--- src/common/asfr_regs.vh ---
`ifndef ASFR_REGS_VH
`define ASFR_REGS_VH

// apb byte offsets
`define ASFR_STATUS_OFS 12'h000
`define ASFR_RESULT_OFS 12'h004

// flag positions inside the status register
`define ASFR_C_BIT 0
`define ASFR_DC_BIT 1
`define ASFR_Z_BIT 2
`define ASFR_OV_BIT 3
`define ASFR_N_BIT 4
`define ASFR_FLAG_W 5

// reset values
`define ASFR_STATUS_RST 5'h00
`define ASFR_RESULT_RST 8'h00

// flag update masks, ordered {negative, overflow, zero, digit, carry}
`define ASFR_MASK_ALL 5'h1F
`define ASFR_MASK_NZ 5'h14
`define ASFR_MASK_NZC 5'h15
`define ASFR_MASK_Z 5'h04
`define ASFR_MASK_NONE 5'h00

// operation codes
`define ASFR_OP_ADD 5'h00
`define ASFR_OP_ADDC 5'h01
`define ASFR_OP_SUB 5'h02
`define ASFR_OP_SUBB 5'h03
`define ASFR_OP_INC 5'h04
`define ASFR_OP_DEC 5'h05
`define ASFR_OP_NEG 5'h06
`define ASFR_OP_AND 5'h07
`define ASFR_OP_IOR 5'h08
`define ASFR_OP_XOR 5'h09
`define ASFR_OP_COM 5'h0A
`define ASFR_OP_MOVF 5'h0B
`define ASFR_OP_RLC 5'h0C
`define ASFR_OP_RRC 5'h0D
`define ASFR_OP_RLN 5'h0E
`define ASFR_OP_RRN 5'h0F
`define ASFR_OP_CLR 5'h10
`define ASFR_OP_SETF 5'h11
`define ASFR_OP_BCLR 5'h12
`define ASFR_OP_BSET 5'h13
`define ASFR_OP_SWAP 5'h14
`define ASFR_OP_FILE_TO_FILE_MOVE_INSTR 5'h15
`define ASFR_OP_WORKING_TO_FILE_MOVE_INSTR 5'h16

`endif

--- src/core/asfr_alu.v ---
`timescale 1ns/100ps
`include "asfr_regs.vh"

module asfr_alu (
  input wire [4:0] op_i,
  input wire [7:0] wreg_i,
  input wire [7:0] file_i,
  input wire [2:0] bit_sel_i,
  input wire carry_i,
  output reg [7:0] res_o,
  output reg [4:0] flg_o
);

  reg [7:0] x;
  reg [7:0] y;
  reg cin;
  reg [8:0] sum;
  reg [4:0] half;
  reg rot_c;
  reg [7:0] onehot;

  always @* begin
    x = file_i;
    y = 8'h00;
    cin = 1'b0;
    rot_c = carry_i;
    onehot = 8'h01 << bit_sel_i;
    case (op_i)
      `ASFR_OP_ADD: y = wreg_i;
      `ASFR_OP_ADDC: begin
        y = wreg_i;
        cin = carry_i;
      end
      // subtract as add of complement: carry out is the inverted borrow
      `ASFR_OP_SUB: begin
        y = ~wreg_i;
        cin = 1'b1;
      end
      `ASFR_OP_SUBB: begin
        y = ~wreg_i;
        cin = carry_i;
      end
      `ASFR_OP_INC: cin = 1'b1;
      `ASFR_OP_DEC: y = 8'hFF;
      `ASFR_OP_NEG: begin
        x = 8'h00;
        y = ~file_i;
        cin = 1'b1;
      end
      default: y = 8'h00;
    endcase
    sum = {1'b0, x} + {1'b0, y} + {8'h00, cin};
    half = {1'b0, x[3:0]} + {1'b0, y[3:0]} + {4'h0, cin};
    case (op_i)
      `ASFR_OP_AND: res_o = wreg_i & file_i;
      `ASFR_OP_IOR: res_o = wreg_i | file_i;
      `ASFR_OP_XOR: res_o = wreg_i ^ file_i;
      `ASFR_OP_COM: res_o = ~file_i;
      `ASFR_OP_MOVF: res_o = file_i;
      `ASFR_OP_RLC: begin
        res_o = {file_i[6:0], carry_i};
        rot_c = file_i[7];
      end
      `ASFR_OP_RRC: begin
        res_o = {carry_i, file_i[7:1]};
        rot_c = file_i[0];
      end
      `ASFR_OP_RLN: res_o = {file_i[6:0], file_i[7]};
      `ASFR_OP_RRN: res_o = {file_i[0], file_i[7:1]};
      `ASFR_OP_CLR: res_o = 8'h00;
      `ASFR_OP_SETF: res_o = 8'hFF;
      `ASFR_OP_BCLR: res_o = file_i & ~onehot;
      `ASFR_OP_BSET: res_o = file_i | onehot;
      `ASFR_OP_SWAP: res_o = {file_i[3:0], file_i[7:4]};
      `ASFR_OP_FILE_TO_FILE_MOVE_INSTR: res_o = file_i;
      `ASFR_OP_WORKING_TO_FILE_MOVE_INSTR: res_o = wreg_i;
      default: res_o = sum[7:0];
    endcase
    flg_o[`ASFR_N_BIT] = res_o[7];
    flg_o[`ASFR_OV_BIT] = (x[7] == y[7]) && (sum[7] != x[7]);
    flg_o[`ASFR_Z_BIT] = (res_o == 8'h00);
    flg_o[`ASFR_DC_BIT] = half[4];
    flg_o[`ASFR_C_BIT] = ((op_i == `ASFR_OP_RLC) ||
                          (op_i == `ASFR_OP_RRC)) ? rot_c : sum[8];
  end

endmodule

--- src/core/asfr_status.v ---
// The address map and the APB interface to the registers were left to the implementer.
`timescale 1ns/100ps
`include "asfr_regs.vh"

// Function
// - the five condition flags live in one register that always holds the outcome of the last flag-changing operation; a write to it overrides that.
// - the flag register can be read as a source and written as a destination of any instruction, like any other register.
// - an instruction that changes flags and names the flag register as destination drops its result and only updates the flags.
// - clearing the flag register sets the zero flag, keeps the other four, and the top three bits read zero.
// - bit clear, bit set, nibble swap and both moves write the flag register without touching any flag.
// - in subtraction carry and digit carry are the inverted borrow and inverted digit borrow.
module asfr_status (
  input wire core_clk_i,
  input wire arst_n_i,
  input wire exec_valid_i,
  input wire [4:0] exec_op_i,
  input wire [7:0] exec_w_i,
  input wire [7:0] exec_f_i,
  input wire [2:0] exec_bit_i,
  input wire exec_src_status_i,
  input wire exec_dst_status_i,
  output wire [7:0] result_o,
  output wire result_valid_o,
  output wire result_discard_o,
  output wire [7:0] status_o,
  input wire [11:0] paddr_i,
  input wire psel_i,
  input wire penable_i,
  input wire pwrite_i,
  input wire [31:0] pwdata_i,
  input wire [3:0] pstrb_i,
  output wire [31:0] prdata_o,
  output wire pready_o,
  output wire pslverr_o
);

  reg [4:0] status_q;
  reg [4:0] status_d;
  reg [7:0] result_q;
  reg [7:0] result_d;
  reg result_valid_q;
  reg result_valid_d;
  reg result_discard_q;
  reg result_discard_d;
  reg [7:0] status_rd_q;
  reg [31:0] prdata_q;
  reg pready_q;
  reg pslverr_q;

  wire [7:0] status_view;
  wire [7:0] src_f;
  wire [7:0] alu_res;
  wire [4:0] alu_flg;
  wire [4:0] upd_mask;
  wire [4:0] merged;
  wire apb_access;
  wire apb_first;
  wire apb_commit;
  wire hit_status;
  wire hit_result;
  wire apb_wr_status;

  function [4:0] flag_mask;
    input [4:0] op;
    begin
      case (op)
        `ASFR_OP_ADD, `ASFR_OP_ADDC, `ASFR_OP_SUB, `ASFR_OP_SUBB,
        `ASFR_OP_INC, `ASFR_OP_DEC, `ASFR_OP_NEG:
          flag_mask = `ASFR_MASK_ALL;
        `ASFR_OP_AND, `ASFR_OP_IOR, `ASFR_OP_XOR, `ASFR_OP_COM,
        `ASFR_OP_MOVF, `ASFR_OP_RLN, `ASFR_OP_RRN:
          flag_mask = `ASFR_MASK_NZ;
        `ASFR_OP_RLC, `ASFR_OP_RRC:
          flag_mask = `ASFR_MASK_NZC;
        `ASFR_OP_CLR:
          flag_mask = `ASFR_MASK_Z;
        // bit ops, swap and moves leave every flag alone
        default:
          flag_mask = `ASFR_MASK_NONE;
      endcase
    end
  endfunction

  assign status_view = {3'b000, status_q};
  // flag register as a source operand reads like any other file register
  assign src_f = exec_src_status_i ? status_view : exec_f_i;

  asfr_alu asfr_alu_inst (
    .op_i(exec_op_i),
    .wreg_i(exec_w_i),
    .file_i(src_f),
    .bit_sel_i(exec_bit_i),
    .carry_i(status_q[`ASFR_C_BIT]),
    .res_o(alu_res),
    .flg_o(alu_flg)
  );

  assign upd_mask = flag_mask(exec_op_i);
  assign merged = (status_q & ~upd_mask) | (alu_flg & upd_mask);

  // apb: one wait state, pready comes from a flop
  assign apb_access = psel_i & penable_i;
  assign apb_first = apb_access & ~pready_q;
  assign apb_commit = apb_access & pready_q;
  assign hit_status = (paddr_i == `ASFR_STATUS_OFS);
  assign hit_result = (paddr_i == `ASFR_RESULT_OFS);
  assign apb_wr_status = apb_commit & pwrite_i & hit_status & pstrb_i[0];

  always @* begin
    status_d = status_q;
    result_d = result_q;
    result_valid_d = 1'b0;
    result_discard_d = 1'b0;
    if (exec_valid_i) begin
      if (exec_dst_status_i && (upd_mask != `ASFR_MASK_NONE)) begin
        // the computed byte is thrown away, only flags change
        status_d = merged;
        result_discard_d = 1'b1;
      end else if (exec_dst_status_i) begin
        // plain write of the result, upper bits do not exist
        status_d = alu_res[4:0];
        result_d = alu_res;
        result_valid_d = 1'b1;
      end else begin
        status_d = merged;
        result_d = alu_res;
        result_valid_d = 1'b1;
      end
    end else if (apb_wr_status) begin
      // core execution has priority; a clashing bus write is dropped
      status_d = pwdata_i[4:0];
    end
  end

  always @(posedge core_clk_i or negedge arst_n_i) begin
    if (!arst_n_i) begin
      status_q <= `ASFR_STATUS_RST;
      result_q <= `ASFR_RESULT_RST;
      result_valid_q <= 1'b0;
      result_discard_q <= 1'b0;
      status_rd_q <= 8'h00;
    end else begin
      status_q <= status_d;
      result_q <= result_d;
      result_valid_q <= result_valid_d;
      result_discard_q <= result_discard_d;
      status_rd_q <= {3'b000, status_d};
    end
  end

  always @(posedge core_clk_i or negedge arst_n_i) begin
    if (!arst_n_i) begin
      prdata_q <= 32'h00000000;
      pready_q <= 1'b0;
      pslverr_q <= 1'b0;
    end else begin
      pready_q <= apb_first;
      pslverr_q <= apb_first & ~(hit_status | hit_result);
      if (apb_first && !pwrite_i && hit_status) begin
        prdata_q <= {27'h0, status_q};
      end else if (apb_first && !pwrite_i && hit_result) begin
        prdata_q <= {24'h000000, result_q};
      end else if (apb_first) begin
        prdata_q <= 32'h00000000;
      end
    end
  end

  assign result_o = result_q;
  assign result_valid_o = result_valid_q;
  assign result_discard_o = result_discard_q;
  assign status_o = status_rd_q;
  assign prdata_o = prdata_q;
  assign pready_o = pready_q;
  assign pslverr_o = pslverr_q;

endmodule

--- config.mk ---
export PLATFORM = sky130hd
export DESIGN_NAME = asfr_status
export DESIGN_NICKNAME = d
export VERILOG_FILES = /design/src/core/asfr_alu.v /design/src/core/asfr_status.v
export VERILOG_INCLUDE_DIRS = /design/src /design/src/common
export SDC_FILE = /design/constraint.sdc
export NUM_CORES = 1
export LEC_CHECK = 0
export BUFFER_PORTS_ARGS = -buffer_cell sky130_fd_sc_hd__buf_2
export CAP_MARGIN = 15
export CORE_MARGIN = 4
export CORE_UTILIZATION = 51
export CTS_BUF_LIST = sky130_fd_sc_hd__clkbuf_4 sky130_fd_sc_hd__clkbuf_8
export CTS_CLUSTER_DIAMETER = 40
export DETAILED_ROUTE_END_ITERATION = 7
export GPL_ROUTABILITY_DRIVEN = 0
export PLACE_DENSITY = 0.93
export SETUP_SLACK_MARGIN = 0.3
export SLEW_MARGIN = 10
export SYNTH_ARGS = -nofsm -noshare
export SYNTH_HDL_FRONTEND = slang
export SYNTH_SLANG_ARGS = --single-unit
export TNS_END_PERCENT = 10
--- constraint.sdc ---
create_clock -name core_clk_i -period 4.2 [get_ports core_clk_i]
set_clock_uncertainty 0.05 [all_clocks]
set_input_delay 0.63 -clock core_clk_i [delete_from_list [all_inputs] [get_ports core_clk_i]]
set_output_delay 0.63 -clock core_clk_i [all_outputs]
set_load 0.05 [all_outputs]
### Word level (Yosys, flattened, before mapping)

Memories as Yosys holds them, arrays and structs flattened.
Index checks and enable logic that the tools add are counted.

| storage, ports and cells | value |
|---|---|
| bits in registers | 49 |
| bits in read-only memories | 160 |
| input bits | 80 |
| output and inout bits | 52 |
| word-level logic and storage cells | 98 |
| memories | 1 |

Memory list:

| memory | depth | width | rd ports | clocked after memory_dff | wr ports | RTL line | text |
|---|---|---|---|---|---|---|---|
| (name not given) | 32 | 5 | 1 | 0 | 0 | asfr_status.v:66 | `case (op)` |

| cells by class | value |
|---|---|
| $add $sub $neg | 4 |
| equal/unequal tests | 25 |
| shifts and indexed selects | 1 |
| multiplexer cells | 18 |
| bitwise gates (word level) | 23 |
| reduce and logical (&&, ||, !) cells | 19 |

Operators by type and width:

| operator | number |
|---|---|
| $pmux 8 s15 | 1 |
| $mux 32 | 3 |
| $eq 5x4->1 const B | 8 |
| $eq 5x5->1 const B | 7 |
| $pmux 8 s4 | 1 |
| $not 8->8 | 3 |
| $eq 5x3->1 const B | 4 |
| $mux 5 | 4 |
| $and 8x8->8 | 2 |
| $mux 8 | 2 |
| $or 8x8->8 | 2 |
| $eq 12x3->1 const B | 1 |
| $logic_not 12->1 | 1 |
| $and 5x5->5 | 2 |
| $eq 5x2->1 const B | 2 |
| $add 8x8->9 | 1 |
| $add 9x1->9 | 1 |
| $logic_not 8->1 | 1 |
| $reduce_or 2->1 | 4 |
| $shl 1x3->8 const A | 1 |
| $xor 8x8->8 | 1 |
| $and 1x1->1 | 7 |
| $add 4x4->5 | 1 |
| $add 5x1->5 | 1 |
| 18 further kinds | 29 |

### Depth between registers and ports, before layout

Gate-level depths: netlist of the first run.

| depth | value |
|---|---|
| depth after elaboration | 12 |
| mapped depth | 17 |
| mapped depth without buffers | 14 |

### By module

A second synthesis of the first run with hierarchy kept.

| unflattened totals | value |
|---|---|
| cell total of the unflattened synthesis | 439 |
| area total of the unflattened synthesis | 3403.3 µm² |

By module, submodules not included:

| module | times used | cells an instance | area an instance (µm²) | seq. area each (µm²) |
|---|---|---|---|---|
| asfr_alu | 1 | 294 | 1841.8 | 0.0 |
| asfr_status | 1 | 145 | 1561.5 | 625.6 |

### Least setup slack after synthesis of the first run

No wires, ideal clock.

| timing path | value |
|---|---|
| path type | input -> register |
| start | in exec_op_i[4] |
| end | reg status_rd_q[0] (netlist: status_o[0]) |
| setup time | 136 ps |
| arrival time | 3732 ps |
| required time | 4014 ps |
| slack | 282 ps |
| stages | 15 |
| buffers on the path | 3 |
| cell sequence | buf_6 -> clkbuf_1 -> or3_1 -> clkbuf_1 -> o221ai_1 -> fa_1 -> fa_1 -> a21o_1 -> a21oi_1 -> o21ai_0 -> a21o_1 -> a21oi_1 -> o21ai_0 -> a221oi_1 -> o22ai_1 |

| on the way | value |
|---|---|
| longest elaborated chain between the ends | 11 |
| elaborated cells on any way between the ends | 47 |
| those cells by class | 2 x add/sub; 22 x eq/ne; 9 x mux; 4 x bitwise; 9 x reduce/logical; 1 x memory |

Ends and longest elaborated chain:

| element | RTL line | text |
|---|---|---|
| start: declaration | asfr_status.v:16 | `input wire [4:0] exec_op_i,` |
| $eq 5x2->1 (tied with other cells) | asfr_alu.v:28 | `case (op_i)` |
| $reduce_or 2->1 (no source line) | - |  |
| $pmux 8 s4 | asfr_alu.v:28 |  |
| $add 8x8->9 | asfr_alu.v:52 | `sum = {1'b0, x} + {1'b0, y} + {8'h00, cin};` |
| $add 9x1->9 | asfr_alu.v:52 |  |
| $mux 1 | asfr_alu.v:83 | `` flg_o[`ASFR_C_BIT] = ((op_i == `ASFR_OP_RLC) \|\| `` |
| $and 5x5->5 | asfr_status.v:99 | `assign merged = (status_q & ~upd_mask) \| (alu_flg & upd_mask);` |
| $or 5x5->5 | asfr_status.v:99 |  |
| $mux 5 | asfr_status.v:119 | `end else if (exec_dst_status_i) begin` |
| $mux 5 (*) | asfr_status.v:115 | `` if (exec_dst_status_i && (upd_mask != `ASFR_MASK_NONE)) begin `` |
| $mux 5 (*) | asfr_status.v:114 | `if (exec_valid_i) begin` |
| end signal: assignment | asfr_status.v:147 | `status_rd_q <= {3'b000, status_d};` |
| end: declaration | asfr_status.v:45 | `reg [7:0] status_rd_q;` |

Mark *: on every way between the ends. The rest lies on a longest branch, timed or not.
A chain may end at the register's enable or synchronous reset.

### Worst setup path after layout of the first run

| timing path | value |
|---|---|
| start | in exec_op_i[1] |
| end | reg status_rd_q[0] (netlist: status_o[0]) |

Same word-level chain as after synthesis.

==> results.md, run 1 <==
- Status: completed
- TNS Setup: 0 ns
- Sink Count: 25
- DR DRC count: 0
- Gr usage total: 0.235
- Core area: roughly 0.0060 mm^2
- Startpoint types: primary input
- Initial Util: 0.534
- PwrDens: 268 mW/mm^2
- Req. time, crit path: around 4.3 ns
- Initial antenna violation count: 0
- Total Power: just under 1 mW
- Post-Syn Instances: 414
- Share of the synthesized area in the top cell type: 0.195
- Slowest CP cell: fa_1
- WP data arrival: approximately 3.7 ns
- P_sw: 0.464 mW
- Max-cap violations: 0
- Critical path type: primary input to flip-flop
- Avg Inst Size Synth: 7.77 um^2
- Final worst-path cycle share: 0.870
- Worst Setup End Kind: flip-flop
- Die W: slightly below 90 um
- Type of the tightest min-delay check: primary input to async pin
- Antenna viol nets, final: 0
- Fin area: roughly 0.0036 mm^2
- Flop-to-flop setup slack: roughly 0.60 ns
- Synthesized-area fraction occupied by adder cells: 0.0397
- Fill cells: 553
- Leakage Power: 1.71 nW
- RSZ-0062 raised after global routing: false
- Synth Flop Type: dfrtp_1
- TritonCTS buffer count: 3
- Fin. max-slew vios: 0
- Vias in the first global route: 3139
- TritonCTS clock tree: done
- Portion of netlist area occupied by mux cells: 0.0700
- Initial DRT Pass Iterations: 6
- Final Hold Vio Count: 0
- Longest Clk Path Bufs: 2
- Worst hold slack: 0.281 ns
- Largest stage delay on the critical path: 0.42 ns
- Post-Synthesis Cell Area: between 0.003 and 0.004 mm^2
- Synth Area in Compound Gates: 0.267
- Share of layout cells above drive strength 1: 0.254
- Cell Int Power: 0.502 mW
- Number of synthesized flops with an enable pin: 0
- DP Area: 0.00354 mm^2
- Via count: ~3500
- WL final: 9480 um
- Cell chain of the critical path: buf_2, buf_4, clkinv_1, a21oi_1, a31oi_1, nor3_1, fa_2, fa_1, a21o_1, a21oi_1, o21ai_0, a21o_1, a21oi_1, o21ai_0, a221oi_1, o22ai_1
- Post-Synth Simple-Gate Area: 0.268
- Synth warn: 0
- Main combinational cell family by area after synthesis: simple AND/OR/NAND/NOR gates
- Sw Share: 0.481
- Logic pwr share: 0.546
- Cell variety after synth: slightly above 70
- Layout area overhead: 12.1%
- Worst VDD drop: between 200 and 300 uV
- Fraction of synthesized cell area in xor and xnor cells: 0.0436
- Worst-path maximum fanout: 12
- Worst-path clk slew: approximately 0.08 ns
- H-tree Lvls: 1
- Dpl hpwl: 7490 um
- First-pass GRT wire length: roughly 15000 um
- DR WL/cell: around 17 um
- N_diodes: 0
- Seq pwr share: 0.309
- Fin crit period: roughly 3.7 ns
- Synth top area cells: dfrtp_1, buf_4, nand2_1
- Vias per cell: between 6 and 7
- Iter 0 DRT Violations: 407
- Synth area leader: dfrtp_1
- Clk Latency, worst-skew pair: 0.26 ns
- Slew Limit Headroom: 0.448
- # setup viols final: 0
- Max Clk Rate: around 270 MHz
- Largest net degree at the start of global routing: 32
- PortBufs: 74
- Total die area: 0.00764 mm^2
- Root buf cell: clkbuf_8
- Measured slew at the worst slew-check pin: 0.821 ns
- Final global-route overflow total: 0
- # nets final: 571
- # IOs: 132
- Post-synthesis async set-or-reset flop share: 1.00
- Post-CTS setup buffer count: 0
- Worst R2R Path Depth: 13
- R2R Path Start: status_o[0]
- Most Frequent Cell on Critical Path: a21oi_1
- Flop and latch count out of synthesis: 25
- Clk pwr share: 0.145
- Die Ht: 87.4 um
- # rows: 28
- Seq/Total Area, Yosys: 0.195
- FF-to-FF End: status_o[0]
-- area by class of cell --
class	instances	area [um^2]	area share
repair buffers	88	479	0.133
multi-input cells	357	2330	0.647
flip-flops and latches	25	626	0.174
inverters	7	26.3	0.00729
well taps	75	93.8	0.0260
clock buffers	4	48.8	0.0135
-- cells in the final DEF (no fill, tap or decap), types with 8 or more instances in the layout --
master	Yosys	routed
mux2i_1	11	11
mux2_2	9	9
xnor2_1	13	13
a21oi_1	25	25
o22ai_1	8	8
nor3_1	13	13
o21ai_0	31	31
conb_1	1	27
nand2b_1	11	11
buf_4	34	13
nand2_1	44	44
nor2_1	32	32
buf_2	4	74
a22oi_1	8	8
dfrtp_1	25	25
-- critical path: cells and delay by family --
family / cells / cell delay, ns
simple gates: 1 / 0.09
fa+ha+maj: 2 / 0.83
compound gates: 10 / 1.75
buf+inv: 3 / 0.45
-- cell families (layout without fill, tap and decap cells) --
family	after synthesis	count (layout)
AOI/OAI and AO/OA	127	127
xor gates and xnor gates	16	16
adders and majority gates	9	9
buffers and inverters	58	99
DFF	25	25
muxes	21	21
other	1	27
and+or+nand+nor	157	157
-- per-stage QoR --
stage,setup slack (ns),utilization,std cells
after floorplan,0.396,-,440
after detailed placement,0.235,0.587,552
after global routing,0.379,0.598,556
after global placement,0.324,0.587,552
after CTS,0.498,0.595,556
final,0.545,0.598,556
-- how the worst max path moves through the flow --
stage                             end         start  slack (ns)  depth (start not counted)
after floorplan           status_o[0]  exec_op_i[4]        0.40                         15
after global placement    status_o[0]  exec_op_i[3]        0.32                         14
after detailed placement  status_o[0]  exec_op_i[3]        0.24                         14
after CTS                 status_o[0]  exec_op_i[3]        0.50                         14
after global routing      status_o[0]  exec_op_i[2]        0.38                         14
final                     status_o[0]  exec_op_i[1]        0.55                         16
-- layer usage --
layer | wire length, um | part of all wire | track usage | up-vias
li1 | - | - | - | 1601
met4 | 365 | 0.039 | 0.0907 | 0
met5 | 0 | 0 | 0 | -
met2 | 4290 | 0.45 | 0.401 | 293
met1 | 3390 | 0.36 | 0.283 | 1518
met3 | 1430 | 0.15 | 0.0558 | 56
-- synth_stat cells (5+ instances only) --
library cell and number:
dfrtp_1 25, nor2_1 32, and3_1 5, nor4_1 6
nor2b_1 6, nand3_1 5, clkbuf_1 10, a22oi_1 8
mux2_2 9, ha_1 7, nor3_1 13, mux2i_1 11
o22ai_1 8, o221ai_1 7, and2_1 5, nand2_1 44
inv_1 6, buf_4 34, xnor2_1 13, o21ai_0 31
a31oi_1 5, a21oi_1 25, nand2b_1 11
-- registers in the layout (all words and copies together), names as in the netlist --
register and cells:
pslverr_o 1, result_discard_o 1, result_o 8, prdata_o 8
status_o 5, result_valid_o 1, pready_o 1
-- power by group through the flow --
stage	registers (mW)	clock network (mW)	logic, mW
global route	0.303	0.154	0.558
finish	0.298	0.140	0.528
global placement	0.300	0	0.502
CTS	0.297	0.146	0.515
floorplan	0.390	0	0.314
detailed placement	0.302	0	0.514
-- timing repair --
item / in CTS / in global routing
setup endpoints to repair: 0 / 1
resized for setup: 0 / 3
hold buffers: 0 / 0
(Power assumes the default switching activity.)
==> run 2: changes to the inputs <==
--- a/config.mk
+++ b/config.mk
@@ -6,18 +6,22 @@
 export SDC_FILE = /design/constraint.sdc
 export NUM_CORES = 1
 export LEC_CHECK = 0
+export ABC_AREA = 1
 export BUFFER_PORTS_ARGS = -buffer_cell sky130_fd_sc_hd__buf_2
 export CAP_MARGIN = 15
+export CELL_PAD_IN_SITES_DETAIL_PLACEMENT = 2
+export CELL_PAD_IN_SITES_GLOBAL_PLACEMENT = 2
 export CORE_MARGIN = 4
-export CORE_UTILIZATION = 51
+export CORE_UTILIZATION = 25
 export CTS_BUF_LIST = sky130_fd_sc_hd__clkbuf_4 sky130_fd_sc_hd__clkbuf_8
 export CTS_CLUSTER_DIAMETER = 40
 export DETAILED_ROUTE_END_ITERATION = 7
 export GPL_ROUTABILITY_DRIVEN = 0
-export PLACE_DENSITY = 0.93
+export PLACE_DENSITY = 0.92
 export SETUP_SLACK_MARGIN = 0.3
 export SLEW_MARGIN = 10
 export SYNTH_ARGS = -nofsm -noshare
 export SYNTH_HDL_FRONTEND = slang
+export SYNTH_HIERARCHICAL = 1
 export SYNTH_SLANG_ARGS = --single-unit
 export TNS_END_PERCENT = 10
==> run 2 against run 1 <==
Against the previous run:
- critical path depth rose by 8
- cell area is 17% higher
- non-clock buffer count increased by 3
- largest cell class unchanged
- setup slack worse by 0.25 ns
- largest power group unchanged
- flip-flop and latch count unchanged
- combinational power rose by 15%
- highest routed layer unchanged
- cell count grew 60%
- area after synthesis increased by 12%
- synthesized cell count is 52% higher
- global-route usage fell by 3.3 points
==> results.md, run 2 <==
- Status: completed (unchanged)
- Post-synthesis async set-or-reset flop share: 1.00 (unchanged)
- DP Area: 0.00407 mm^2 (was 0.00354 mm^2)
- Number of synthesized flops with an enable pin: 0 (unchanged)
- Initial antenna violation count: 1 (was 0)
- P_sw: 0.570 mW (was 0.464 mW)
- Final worst-path cycle share: 0.929 (was 0.870)
- Worst-path maximum fanout: 8 (was 12)
- TritonCTS buffer count: 3 (unchanged)
- # nets final: 797 (was 571)
- Die Ht: 128 um (was 87.4 um)
- Cell Int Power: 0.488 mW (was 0.502 mW)
- Wl on met1: 7850 um (was 3390 um)
- Fill cells: 1793 (was 553)
- Sw Share: 0.539 (was 0.481)
- Vias in the first global route: 5041 (was 3139)
- Dpl hpwl: 13900 um (was 7490 um)
- Slew Limit Headroom: 0.540 (was 0.448)
- WL final: 18700 um (was 9480 um)
- Share of layout cells above drive strength 1: 0.207 (was 0.254)
- Fin area: 0.00422 mm^2 (was 0.00360 mm^2)
- Post-Syn Instances: 628 (was 414)
- Total die area: 0.0163 mm^2 (was 0.00764 mm^2)
- DR DRC count: 0 (unchanged)
- Seq pwr share: 0.282 (was 0.309)
- Most frequent cells in the layout: nand2_1, nor2_1, buf_2 (was buf_2, nand2_1, nor2_1)
- Synth top area cells: nand2_1, dfrtp_1, nand3_1 (was dfrtp_1, buf_4, nand2_1)
- TNS Setup: 0 ns (unchanged)
- Gr usage total: 0.202 (was 0.235)
- Seq/Total Area, Yosys: 0.174 (was 0.195)
- Antenna viol nets, final: 0 (unchanged)
- Critical path type: primary input to flip-flop (unchanged)
- Logic pwr share: 0.575 (was 0.546)
- Fin crit period: 3.90 ns (was 3.65 ns)
- Area of the multi-input gates: 0.00255 mm^2 (was 0.00233 mm^2)
- Longest Clk Path Bufs: 2 (unchanged)
- Hold buffer count at cts: 0 (unchanged)
- Synth area leader: nand2_1 (was dfrtp_1)
- Met3 WL: 696 um (was 1430 um)
- Max-cap violations: 0 (unchanged)
- Post-synth top cells: nand2_1, nor2_1, nand3_1 (was nand2_1, buf_4, nor2_1)
- Iter 0 DRT Violations: 346 (was 407)
- # IOs: 132 (unchanged)
- Cell chain of the critical path: clkbuf_4, inv_2, nand2_1, nor3_1, nand2_1, o21ai_1, a211oi_1, fa_1, fa_1, inv_1, nand3_1, nand2_2, xor2_1, nand2_1, nand3_1, nor2_1, nand2_1, nor2_1, nand2_1, nand2_1, nand3_1, nand2_1, nand2_1, nand2_1 (was buf_2, buf_4, clkinv_1, a21oi_1, a31oi_1, nor3_1, fa_2, fa_1, a21o_1, a21oi_1, o21ai_0, a21o_1, a21oi_1, o21ai_0, a221oi_1, o22ai_1)
- Largest stage delay on the critical path: 0.51 ns (was 0.42 ns)
- Startpoint types: primary input (unchanged)
- Worst-path clk slew: 0.10 ns (was 0.08 ns)
- Buf/Inv on CP: 3 (unchanged)
- Post-Synthesis Cell Area: 0.00359 mm^2 (was 0.00322 mm^2)
- H-tree Lvls: 1 (unchanged)
- Worst Setup End Kind: flip-flop (unchanged)
- Synth warn: 6 (was 0)
- Share of the synthesized area in the top cell type: 0.211 (was 0.195)
- Vias per cell: 5.25 (was 6.24)
- Max Used Layer: met4 (unchanged)
- Core area: 0.0140 mm^2 (was 0.00603 mm^2)
- Most frequent cell after synthesis: nand2_1 (unchanged)
- PortBufs: 74 (unchanged)
- # setup viols final: 0 (unchanged)
- Worst VDD drop: 119 uV (was 259 uV)
- Most Frequent Cell on Critical Path: nand2_1 (was a21oi_1)
- Cell variety after synth: 42 (was 71)
- Req. time, crit path: 4.37 ns (was 4.29 ns)
- Avg Inst Size Synth: 5.72 um^2 (was 7.77 um^2)
- Clk pwr share: 0.143 (was 0.145)
- Leakage Power: 2.31 nW (was 1.71 nW)
- First-pass GRT wire length: 26600 um (was 14600 um)
- RSZ-0062 raised after global routing: false (unchanged)
- TritonCTS clock tree: done (unchanged)
- Initial Util: 0.257 (was 0.534)
- Cell family with most CP delay: simple AND/OR/NAND/NOR gates (was compound AO/OA/AOI/OAI gates)
- Slowest CP cell: fa_1 (unchanged)
- Root buf cell: clkbuf_8 (unchanged)
- Routed wl met2: 9440 um (was 4290 um)
- Most common cell after layout, fill and taps aside: nand2_1 (was buf_2)
- Type of the tightest min-delay check: primary input to async pin (unchanged)
- Layout area overhead: 17.4% (was 12.1%)
- Max Clk Rate: 256 MHz (was 274 MHz)
- Final global-route overflow total: 0 (unchanged)
- Initial DRT Pass Iterations: 4 (was 6)
- Via count: 4664 (was 3468)
- # rows: 43 (was 28)
- Measured slew at the worst slew-check pin: 0.685 ns (was 0.821 ns)
- Sink Count: 25 (unchanged)
- Clk Latency, worst-skew pair: 0.28 ns (was 0.26 ns)
- Synth Flop Type: dfrtp_1 (unchanged)
- Largest net degree at the start of global routing: 26 (was 32)
- Flop and latch count out of synthesis: 25 (unchanged)
- Sequential cell area: 626 um^2 (unchanged)
- Die W: 128 um (was 87.4 um)
- PwrDens: 251 mW/mm^2 (was 268 mW/mm^2)
- DR WL/cell: 21.0 um (was 17.0 um)
- WP data arrival: 4.08 ns (was 3.74 ns)
- Fin. max-slew vios: 0 (unchanged)
- Final Hold Vio Count: 0 (unchanged)
-- run 2: worst reg2reg max path: cells and delay by family (launching register included) --
kind | cells | cell delay, ns
buffers and inverters | 2 | 0.28
xor gates and xnor gates | 1 | 0.08
muxes | 1 | 0.32
and+or+nand+nor | 13 | 1.26
adders and majority gates | 2 | 0.96
DFF | 1 | 0.40
AOI/OAI and AO/OA | 1 | 0.12
-- run 2: final cells by class --
type,count,area share
Timing Repair Buffer,91,0.120
Clock inverter,1,0.00119
Inverter,67,0.0614
Clock buffer,3,0.00980
Antenna cell,2,0.00119
Tap cell,180,0.0534
Multi-Input combinational cell,520,0.604
Sequential cell,25,0.148
-- run 2: power by group through the flow --
stage / clock network (mW) / registers, mW / logic (mW)
finish: 0.151 / 0.299 / 0.608
global route: 0.161 / 0.300 / 0.650
CTS: 0.153 / 0.297 / 0.573
detailed placement: 0 / 0.300 / 0.564
global placement: 0 / 0.299 / 0.537
floorplan: 0 / 0.387 / 0.317
-- run 2: worst paths after layout --
kind                         startpoint     endpoint  slack [ns]  depth (start not counted)
min                            arst_n_i  prdata_o[0]        0.31                          1
max                        exec_op_i[2]  status_o[2]        0.30                         24
max in group asynchronous      arst_n_i  result_o[2]        3.38                          1
min reg2reg                 prdata_o[6]  prdata_o[6]        0.45                          2
max reg2reg                 status_o[0]  status_o[2]        0.68                         20
min in group core_clk_i     prdata_o[6]  prdata_o[6]        0.45                          2
-- run 2: logic make-up after synthesis --
group	after synthesis	share of synthesized area
and+or+nand+nor	415	0.514
buffers and inverters	109	0.151
other	1	0.00104
xor gates and xnor gates	7	0.0171
adders and majority gates	9	0.0355
DFF	25	0.174
muxes	5	0.0157
AOI/OAI and AO/OA	57	0.0916
-- run 2: metrics by stage --
step                utilization  std cells  total power, mW  hold WS (ns)  worst slack (ns)
global placement          0.291        875            0.837         0.413             0.371
detailed placement        0.291        875            0.864         0.434            0.0434
floorplan                     -        654            0.704         0.284             0.627
global route              0.301        889             1.11         0.346             0.104
CTS                       0.295        880             1.02         0.322             0.360
finish                    0.301        889             1.06         0.307             0.298
-- run 2: repair_timing --
item / CTS / global route
setup endpoints to repair: 1 / 2
resized for setup: 1 / 14
pin swaps: 1 / 5
buffers inserted: 1 / 7
-- run 2: layer usage --
layer / vias up / global-route usage
met5: - / 0
met3: 47 / 0.0229
met1: 2307 / 0.248
li1: 2138 / -
met4: 0 / 0.0830
met2: 172 / 0.357
